`src/pkg/gpio_port_defines.vh`:
```
/*
 * register map, field layout and mode encodings of the eight-pin port.
 * assumes inclusion by bare name from the port design file.
 */
`ifndef GPIO_PORT_DEFINES_VH
`define GPIO_PORT_DEFINES_VH

`define PIN_COUNT 8
`define ADDR_W 8

`define OFF_DIR 8'h00
`define OFF_DIR_SET 8'h04
`define OFF_DIR_CLR 8'h08
`define OFF_DIR_TGL 8'h0C
`define OFF_OUT 8'h10
`define OFF_OUT_SET 8'h14
`define OFF_OUT_CLR 8'h18
`define OFF_OUT_TGL 8'h1C
`define OFF_IN 8'h20
`define OFF_MASK0 8'h24
`define OFF_MASK1 8'h28
`define OFF_CFG_SEL 8'h2C
`define OFF_CFG 8'h30
`define OFF_STATUS 8'h34
`define OFF_IRQ_EN 8'h38
`define OFF_ROUTE 8'h3C

`define CFG_SENSE_LSB 0
`define CFG_SENSE_MSB 1
`define CFG_DRV_LSB 2
`define CFG_DRV_MSB 4
`define CFG_INV_BIT 5
`define CFG_W 6
`define CFG_RESET 6'h00

`define SENSE_BOTH 2'h0
`define SENSE_RISE 2'h1
`define SENSE_FALL 2'h2
`define SENSE_LOW 2'h3

`define DRV_TOTEM 3'h0
`define DRV_PULLDN 3'h1
`define DRV_PULLUP 3'h2
`define DRV_KEEPER 3'h3
`define DRV_WOR 3'h4
`define DRV_WAND 3'h5

`define ROUTE_CLK_EN_BIT 0
`define ROUTE_EVT_EN_BIT 1
`define ROUTE_CLK_PIN_LSB 4
`define ROUTE_CLK_PIN_MSB 6
`define EVT_PIN 3'h7

`define ST_INT0_BIT 0
`define ST_INT1_BIT 1

`endif

```
`src/rtl/gpio_port.v`:
```
/*
 * eight-pin general purpose port with per-pin config, sense and two irqs.
 * assumes an apb master on pclk; pins synchronised here, peripheral lines used unsynchronised.
 */
// Added by the designer: the APB register port and the placing of the registers.
`timescale 1ns/100ps
`include "gpio_port_defines.vh"

// Function
// - eight pins numbered zero to seven, each configured on its own.
// - direction chosen per pin as input or output.
// - one config write may update several pins selected together.
// - input inversion flips pin value before the readable input value.
// - output inversion flips output register value before the pin.
// - inversion also applies when a peripheral drives the pin.
// - per-pin drive: totem, pull-up, pull-down, wired-and, wired-or, keeper.
// - keeper weakly holds last driven level, pulling up or down.
// - sense both, rising, falling or low level; sync or async.
// - inversion is applied before the sense logic.
// - asynchronous wake-up from every sense setting without clock.
// - two independent interrupt outputs per port.
// - per-pin mask for each of the two interrupts.
// - interrupt raised when unmasked pin meets its sense condition.
// - set, clear, toggle locations for output and direction, ones only.
// - optional system clock driven out onto a port pin.
// - optional event channel zero driven onto pin seven.
// - peripheral alternate function overrides general purpose output.
module gpio_port (
    input wire pclk,
    input wire presetn,
    input wire psel,
    input wire penable,
    input wire pwrite,
    input wire [7:0] paddr,
    input wire [31:0] pwdata,
    output reg [31:0] prdata,
    output wire pready,
    output wire pslverr,
    input wire [7:0] port_pin_n_in,
    output wire [7:0] port_pin_n_out,
    output wire [7:0] port_pin_n_oe,
    output wire [7:0] pull_up_en,
    output wire [7:0] pull_dn_en,
    input wire [7:0] alt_en,
    input wire [7:0] alt_out,
    input wire [7:0] alt_oe,
    output wire [7:0] alt_in,
    input wire sys_clk_out,
    input wire evt_ch0,
    output wire wake_async,
    output wire irq0,
    output wire irq1,
    output wire irq
);

////////////////////////////////////////////////////////////////////////
// registers and apb decode

reg [7:0] dir_r;
reg [7:0] out_r;
reg [7:0] mask0_r;
reg [7:0] mask1_r;
reg [7:0] cfg_sel_r;
reg [`CFG_W-1:0] cfg_r [0:`PIN_COUNT-1];
reg [1:0] status_r;
reg [1:0] irq_en_r;
reg [6:0] route_r;
reg [7:0] sync1_r;
reg [7:0] sync2_r;
reg [7:0] sense_prev_r;
reg [7:0] keep_r;

wire wr = psel & penable & pwrite;
wire rd = psel & penable & ~pwrite;
wire [7:0] wd = pwdata[7:0];
wire mapped = (paddr <= `OFF_ROUTE) && (paddr[1:0] == 2'h0);
wire [7:0] in_val;
wire [1:0] hit;
integer i;
integer k;

assign pready = 1'b1;
assign pslverr = psel & penable & ~mapped;

always @(posedge pclk or negedge presetn) begin
    if (!presetn) begin
        dir_r <= 8'h00;
        out_r <= 8'h00;
        mask0_r <= 8'h00;
        mask1_r <= 8'h00;
        cfg_sel_r <= 8'h00;
        irq_en_r <= 2'h0;
        route_r <= 7'h00;
        for (k = 0; k < `PIN_COUNT; k = k + 1) begin
            cfg_r[k] <= `CFG_RESET;
        end
    end else if (wr) begin
        case (paddr)
            `OFF_DIR: dir_r <= wd;
            `OFF_DIR_SET: dir_r <= dir_r | wd;
            `OFF_DIR_CLR: dir_r <= dir_r & ~wd;
            `OFF_DIR_TGL: dir_r <= dir_r ^ wd;
            `OFF_OUT: out_r <= wd;
            `OFF_OUT_SET: out_r <= out_r | wd;
            `OFF_OUT_CLR: out_r <= out_r & ~wd;
            `OFF_OUT_TGL: out_r <= out_r ^ wd;
            `OFF_MASK0: mask0_r <= wd;
            `OFF_MASK1: mask1_r <= wd;
            `OFF_CFG_SEL: cfg_sel_r <= wd;
            `OFF_CFG: begin
                for (k = 0; k < `PIN_COUNT; k = k + 1) begin
                    if (cfg_sel_r[k]) begin
                        cfg_r[k] <= pwdata[`CFG_W-1:0];
                    end
                end
            end
            `OFF_IRQ_EN: irq_en_r <= pwdata[1:0];
            `OFF_ROUTE: route_r <= pwdata[6:0];
            default: ;
        endcase
    end
end

always @* begin
    prdata = 32'h0000_0000;
    if (rd) begin
        case (paddr)
            `OFF_DIR, `OFF_DIR_SET, `OFF_DIR_CLR, `OFF_DIR_TGL:
                prdata = {24'h000000, dir_r};
            `OFF_OUT, `OFF_OUT_SET, `OFF_OUT_CLR, `OFF_OUT_TGL:
                prdata = {24'h000000, out_r};
            `OFF_IN: prdata = {24'h000000, in_val};
            `OFF_MASK0: prdata = {24'h000000, mask0_r};
            `OFF_MASK1: prdata = {24'h000000, mask1_r};
            `OFF_CFG_SEL: prdata = {24'h000000, cfg_sel_r};
            `OFF_STATUS: prdata = {30'h00000000, status_r};
            `OFF_IRQ_EN: prdata = {30'h00000000, irq_en_r};
            `OFF_ROUTE: prdata = {25'h0000000, route_r};
            default: prdata = 32'h0000_0000;
        endcase
    end
end

////////////////////////////////////////////////////////////////////////
// per-pin input path, sense and driver

reg [7:0] inv;
reg [7:0] sense_hit;
reg [7:0] out_src;
reg [7:0] oe_src;
reg [7:0] pin_o;
reg [7:0] pin_oe;
reg [7:0] pu;
reg [7:0] pd;
reg [7:0] wake;
reg [2:0] drv;
reg [1:0] sm;

always @(posedge pclk or negedge presetn) begin
    if (!presetn) begin
        sync1_r <= 8'h00;
        sync2_r <= 8'h00;
        sense_prev_r <= 8'h00;
        keep_r <= 8'h00;
    end else begin
        sync1_r <= port_pin_n_in;
        sync2_r <= sync1_r;
        sense_prev_r <= in_val;
        keep_r <= (pin_oe & pin_o) | (~pin_oe & keep_r);
    end
end

assign in_val = sync2_r ^ inv;
assign alt_in = in_val;

always @* begin
    for (i = 0; i < `PIN_COUNT; i = i + 1) begin
        inv[i] = cfg_r[i][`CFG_INV_BIT];
        sm = cfg_r[i][`CFG_SENSE_MSB:`CFG_SENSE_LSB];
        drv = cfg_r[i][`CFG_DRV_MSB:`CFG_DRV_LSB];
        case (sm)
            `SENSE_BOTH: sense_hit[i] = in_val[i] ^ sense_prev_r[i];
            `SENSE_RISE: sense_hit[i] = in_val[i] & ~sense_prev_r[i];
            `SENSE_FALL: sense_hit[i] = ~in_val[i] & sense_prev_r[i];
            `SENSE_LOW: sense_hit[i] = ~in_val[i];
            default: sense_hit[i] = 1'b0;
        endcase
        // clockless wake: raw pin level against sense setting
        case (sm)
            `SENSE_RISE: wake[i] = port_pin_n_in[i] ^ inv[i];
            `SENSE_FALL, `SENSE_LOW: wake[i] = ~(port_pin_n_in[i] ^ inv[i]);
            default: wake[i] = (port_pin_n_in[i] ^ inv[i]) ^ sync2_r[i];
        endcase
        // source select: peripheral, event, clock, then port
        out_src[i] = out_r[i];
        oe_src[i] = dir_r[i];
        if (route_r[`ROUTE_CLK_EN_BIT] &&
            route_r[`ROUTE_CLK_PIN_MSB:`ROUTE_CLK_PIN_LSB] == i[2:0]) begin
            out_src[i] = sys_clk_out;
        end
        if (route_r[`ROUTE_EVT_EN_BIT] && i[2:0] == `EVT_PIN) begin
            out_src[i] = evt_ch0;
        end
        if (alt_en[i]) begin
            out_src[i] = alt_out[i];
            oe_src[i] = alt_oe[i];
        end
        pin_o[i] = out_src[i] ^ inv[i];
        pin_oe[i] = oe_src[i];
        pu[i] = 1'b0;
        pd[i] = 1'b0;
        case (drv)
            `DRV_TOTEM: ;
            `DRV_PULLDN: pd[i] = ~oe_src[i];
            `DRV_PULLUP: pu[i] = ~oe_src[i];
            `DRV_KEEPER: begin
                pu[i] = ~oe_src[i] & keep_r[i];
                pd[i] = ~oe_src[i] & ~keep_r[i];
            end
            `DRV_WOR: begin
                pin_oe[i] = oe_src[i] & pin_o[i];
                pd[i] = 1'b1;
            end
            `DRV_WAND: begin
                pin_oe[i] = oe_src[i] & ~pin_o[i];
                pu[i] = 1'b1;
            end
            default: ;
        endcase
    end
end

assign port_pin_n_out = pin_o;
assign port_pin_n_oe = pin_oe;
assign pull_up_en = pu;
assign pull_dn_en = pd;
assign wake_async = |(wake & (mask0_r | mask1_r));

////////////////////////////////////////////////////////////////////////
// two port interrupts

assign hit[0] = |(sense_hit & mask0_r);
assign hit[1] = |(sense_hit & mask1_r);

always @(posedge pclk or negedge presetn) begin
    if (!presetn) begin
        status_r <= 2'h0;
    end else begin
        // set wins over read clear
        if (rd && paddr == `OFF_STATUS) begin
            status_r <= hit;
        end else begin
            status_r <= status_r | hit;
        end
    end
end

assign irq0 = status_r[`ST_INT0_BIT] & irq_en_r[`ST_INT0_BIT];
assign irq1 = status_r[`ST_INT1_BIT] & irq_en_r[`ST_INT1_BIT];
assign irq = irq0 | irq1;

endmodule

```
`config.mk`:
```
export PLATFORM = sky130hd
export DESIGN_NAME = gpio_port
export DESIGN_NICKNAME = d
export VERILOG_FILES = /design/src/rtl/gpio_port.v
export VERILOG_INCLUDE_DIRS = /design/src /design/src/pkg
export SDC_FILE = /design/constraint.sdc
export NUM_CORES = 1
export LEC_CHECK = 0
export BUFFER_PORTS_ARGS = -buffer_cell sky130_fd_sc_hd__buf_2
export CAP_MARGIN = 20
export CORE_MARGIN = 3
export CORE_UTILIZATION = 57
export DETAILED_ROUTE_END_ITERATION = 12
export PLACE_DENSITY = 0.81
export SYNTH_ARGS = -nofsm -noshare
export SYNTH_HDL_FRONTEND = slang
export SYNTH_SLANG_ARGS = --single-unit
```
`constraint.sdc`:
```
create_clock -name pclk -period 2.35 [get_ports pclk]
set_clock_uncertainty 0.05 [all_clocks]
set_input_delay 0.3525 -clock pclk [delete_from_list [all_inputs] [get_ports pclk]]
set_output_delay 0.3525 -clock pclk [all_outputs]
set_load 0.02 [all_outputs]
```
== Yosys cells after proc, flatten, opt, wreduce, memory -nomap -nowiden ==
Cells that the tools add are included.
Word-level totals
  register bits after elaboration: 131
  input bits: 79
  output and inout port bits: 78
  word-level logic and storage cells: 382
Cells by class
  magnitude comparators: 1
  equality and inequality tests: 86
  muxes and demuxes: 70
  bitwise operators: 154
  reduce and logical (&&, ||, !) cells: 51
Operators with widths (number)
  one-hot mux 8 bit (9 select lines): 1
  equality test 8 x 6 -> 1 bit (second input constant): 8
  one-hot mux 8 bit (4 select lines): 2
  equality test 3 bit (second input constant): 20
  bitwise AND 8 bit: 7
  bitwise AND 1 bit: 54
  equality test 3 x 2 -> 1 bit (second input constant): 18
  inverter 1 bit: 50
  one-hot mux 1 bit (3 select lines): 16
  equality test 2 bit (second input constant): 16
  equality test 8 x 5 -> 1 bit (second input constant): 4
  bitwise OR 8 bit: 4
  one-hot mux 1 bit (2 select lines): 16
  one-hot mux 1 bit (4 select lines): 8
  XOR 1 bit: 32
  equality test 3 x 1 -> 1 bit (second input constant): 9
  two-way mux 1 bit: 25
  AND reduction 3 bit: 8
  OR reduction 8 bit: 3
  XOR 8 bit: 3
  zero test 2 bit: 9
  equality test 2 x 1 -> 1 bit (second input constant): 8
  equality test 8 x 4 -> 1 bit (second input constant): 2
  inverter 8 bit: 2
  13 further kinds: 37

== Logic depth before layout (Yosys ltp) ==
  depth in word-level cells: 12
  depth in mapped cells: 9
  mapped depth without buffers: 8

== Worst setup path after synthesis ==
OpenSTA, ideal clock, no wires.
  path type: in2out
  start point: input port paddr[1]
  end point: output port prdata[6]
  arrival: 1.952 ns
  slack: -0.005 ns
  cell stages on the path: 5
  path through: or4_1 -> buf_2 -> nor3_2 -> a222oi_1 -> a31oi_1
Between the ends
  longest elaborated chain between the ends: 4
  elaborated cells between the ends (all ways): 19
  those cells by class: eq/ne (14); mux (2); reduce/logical (3)
Ends and longest elaborated chain
  start, declared: line gpio_port.v:34  | input wire [7:0] paddr,
  equality test 8 x 5 -> 1 bit, or another cell as far along: line gpio_port.v:127  | case (paddr)
  OR reduction 4 bit: line gpio_port.v:127
  one-hot mux 8 bit (9 select lines) *: line gpio_port.v:127
  two-way mux 8 bit *: line gpio_port.v:126  | if (rd) begin
  end, declared: line gpio_port.v:36  | output reg [31:0] prdata,
Mark *: on every way between the ends. The rest lies on a longest branch, timed or not.

== Worst setup path after layout ==
  start point: register route_r[5]
  end point: output port port_pin_n_out[4]
Between the ends
  longest elaborated chain between the ends: 5
Ends and longest elaborated chain
  start, declared: line gpio_port.v:67  | reg [6:0] route_r;
  start signal, assigned: line gpio_port.v:118  | `OFF_ROUTE: route_r <= pwdata[6:0];
  equality test 3 bit: line gpio_port.v:198  | route_r[`ROUTE_CLK_PIN_MSB:`ROUTE_CLK_PIN_LSB] == i[2:0]) begin
  logical AND 1 bit: line gpio_port.v:197  | if (route_r[`ROUTE_CLK_EN_BIT] &&
  two-way mux 1 bit: line gpio_port.v:197
  two-way mux 1 bit: line gpio_port.v:204  | if (alt_en[i]) begin
  XOR 1 bit: line gpio_port.v:208  | pin_o[i] = out_src[i] ^ inv[i];
  end, declared: line gpio_port.v:40  | output wire [7:0] port_pin_n_out,
No other way between the ends.

==> flow_summary.toml <==
[status]
status = "finished, violations left"
violations = "negative setup slack"

[clocking]
clock_latency_ns = 0.42
clkTransAtPathRegs_ns = 0.05
root_buffer = "clkbuf_16"
cts_sinks = 131
cts_made_buffers = 17
cts_tree = "done"
clk_path_buf_depth = 2
htreeDepth = 4

[final_layout]
diodes = 0
final_nets = 1217
finalNonFillerCells = 1313
stdcell_area_um2 = 11460
area_growth_pct = 26.53
drive_above_1_share_pct = 37.57

[synth]
synth_edf_count = 0
synth_ff_type = "dfrtp_1"
synth_top_area_share_pct = 36.19
ys_seq_elements = 131
ys_seq_area_share_pct = 36.19
syn_avg_cell_area_um2 = 9.911
syn_area_um2 = 9059
yosys_warnings = 0
yosysTopAreaCell = "dfrtp_1"
synth_area_leaders = "dfrtp_1, mux2_2, ha_1, mux2i_1, xnor2_1"
synthArstFlopShare_pct = 100.0
syn-instance-count = 914
synthDistinctLibCells = 63

[floorplan]
num_rows = 45
start_util_pct = 58.93
die_area_um2 = 17440
coreArea_um2 = 15370
ios = 157
die_w_um = 132.1
die_y_um = 132.1

[sta]
tightest_slew_ns = 0.6040
setup_viol = 23
fmax_mhz = 380.2
finalHoldViolations = 0
rsz0062_at_grt = "true"
relSlewSlack_pct = 59.73
period_share_pct = 111.9
worst_slack_ns = -0.2800
fin_crit_ns = 2.630
slew_viol_final = 0
setup_tns_ns = -3.458

[worst_setup_path]
max_stage_delay_ns = 0.48
path_max_fanout = 7
crit_path_start_kind = "flop"
critPathArrivalTime_ns = 2.23
rr_worst_depth = 8
crit_required_ns = 1.95
crit_chain = "buf_6, nor4bb_4, mux2i_2, mux2i_2, buf_4, xor2_1, buf_4"
r2r-start = "sync2_r[1]$_DFF_PN0_"
r2r_end = "status_r[0]$_DFF_PN0_"
critPathKind = "reg2out"
crit_path_end_kind = "output port"
critical-path-top-delay-family = "flip-flops"
worst_path_max_delay_cell = "dfrtp_2"
reg2reg_slack_ns = 0.08
crit_buf_inv = 3

[power_and_ir_drop]
pwr-share-clk_pct = 44.3
vdd_drop_max_mv = 0.5339
switching_share_pct = 26.69
pwr-share-seq_pct = 40.9
finalPower_mw = 5.844
p_comb_share_pct = 14.8
powerDensity_nw_per_um2 = 509.9
switchingPower_mw = 1.560
p_int_mw = 4.284
p_leak_nw = 5.579

[global_route]
grt_pass1_wl_mm = 41.08
antenna_found_initial = 0
grt_max_degree = 62
overflow = 0
grt_pass1_vias = 7903
grt.total_usage_pct = 29.43

[worst_hold_path]
min_to = "sync1_r[6]$_DFF_PN0_"
hold_depth = 1
hp-class = "in2reg"
hold_start = "port_pin_n_in[6]"

[detailed_routing]
drt-initial-drc-count = 906
drcViolationCount = 0
vias_per_cell = 6.067
routed-via-count = 7966
antenna_left = 0
wire_per_inst_um = 20.07
wirelength_mm = 26.35
first_pass_iters = 5

[placed_design]
gp_congestion = 0.9526
placed_area_um2 = 10150
io_buffer_count = 107
dp_hpwl_mm = 17.44
dp.cells = 1254

[job]
drv_cap = 0
[repair_timing]
item,CTS,global route
pin swaps,38,29
endpoints found under the setup margin,25,35
setup buffers,17,11
hold buffers,1,0
gates resized for setup,74,53
endpoints found under the hold margin,23,0
[layout by cell type, fill, tap and decap left out, types with 7 or more instances in the layout]
cell type and n:
nand3b_1 14, xnor2_2 15, a21o_1 11, inv_2 7, mux2i_2 9, nor2_1 27
nand4_1 9, ha_1 48, nor4b_1 14, a211oi_1 9, conb_1 25, buf_2 87
inv_1 67, a21oi_2 9, o21a_1 8, dfrtp_2 11, xor2_1 16, dfrtp_1 120
mux2i_1 34, a21oi_1 20, mux4_2 16, nand3_1 26, nand2_1 59, mux2_2 65
nand2b_1 16, a22oi_1 9, buf_4 106, nor2b_1 16, o311ai_0 7, buf_6 14
nor3_1 8, xnor2_1 25, clkbuf_16 17, o21ai_0 49
[cells by family after synthesis]
logic type	Yosys count	synth area share, %
buf+inv	151	7.638
xor+xnor	60	5.801
mux	131	17.60
compound gates	168	12.51
other cells	2	0.08290
flops	131	36.19
fa+ha+maj	48	6.630
simple gates	223	13.55
[routing by layer]
layer,wire (µm),global-route usage [%]
met1,10720,39.25
met2,12490,46.04
met3,2003,6.145
met4,1131,14.29
met5,0,0
[flip-flops by register name, indices dropped and copies added, names as in the netlist, 7 cells and up, named ones only]
name	count
cfg_r	48
cfg_sel_r	8
dir_r	8
mask0_r	8
mask1_r	8
out_r	8
sense_prev_r	8
sync1_r	8
sync2_r	8
route_r	7
[cell usage after synthesis, types with 3 or more instances]
cell type    n
a211oi_1     9
a21o_1      11
a21oi_1     29
a221oi_1     4
a221oi_2     4
a222oi_1     6
a22oi_1     10
a32o_1       3
and2_1       3
and3_1       3
buf_2        9
buf_4       26
clkbuf_1    37
dfrtp_1    131
ha_1        48
inv_1       74
mux2_2      66
mux2i_1     49
mux4_2      16
nand2_1     62
nand2b_1    16
nand3_1     26
nand3b_1    14
nand4_1      9
nand4b_1     3
nor2_1      27
nor2b_1     20
nor3_1       9
nor4b_1     15
nor4bb_1     3
o21a_1       8
o21ai_0     50
o21bai_1     6
o22ai_1      6
o311ai_0     7
xnor2_1     42
xor2_1      18
[stage by stage]
step                      utilization (%)  hold slack, ns  setup WS [ns]
after CTS                           72.53         0.01100        -0.2847
after global routing                74.57         0.01780        -0.3690
after detailed placement            66.02          0.2489        -0.1161
final                               74.57         0.02240        -0.2800
after global placement              66.02          0.2476       -0.09056
after floorplan                         -        0.006909       0.001500
[cell type report]
class                           instances  area, µm²
Multi-Input combinational cell        655       5600
Fill cell                             939       3909
Sequential cell                       131       3292
Timing Repair Buffer                  211       1459
Clock buffer                           21      460.4
Inverter                               74      277.8
Tap cell                              211      264.0
Clock inverter                         10      108.9
[how the worst max path moves through the flow]
stage | endpoint | slack (ns) | cells past startpoint | startpoint
floorplan | prdata[1] | 0.001 | 5 | paddr[1]
finish | port_pin_n_out[4] | -0.28 | 7 | route_r[5]$_DFFE_PN0P_
global route | port_pin_n_oe[0] | -0.37 | 7 | route_r[5]$_DFFE_PN0P_
CTS | port_pin_n_out[5] | -0.28 | 7 | route_r[5]$_DFFE_PN0P_
global placement | prdata[1] | -0.09 | 5 | paddr[1]
detailed placement | dir_r[6]$_DFFE_PN0P_ | -0.12 | 7 | paddr[1]
[worst reg2reg max path, cell delays in order (launching register included)]
cell       delay [ns]
dfrtp_1          0.43
xnor2_2          0.26
inv_2            0.08
buf_4            0.14
ha_1             0.20
mux4_2           0.48
o2bb2ai_1        0.15
a221oi_1         0.21
nand4_1          0.13
[power groups by stage]
stage	Sequential, mW	Combinational [mW]	Clock [mW]
6_report	2.39	0.866	2.59
5_1_grt	2.40	0.936	2.70
4_1_cts	2.38	0.809	2.59
3_3_place_gp	2.41	0.726	0
3_5_place_dp	2.42	0.748	0
2_1_floorplan	2.40	0.481	0
Power figures use the tool's default switching activity.
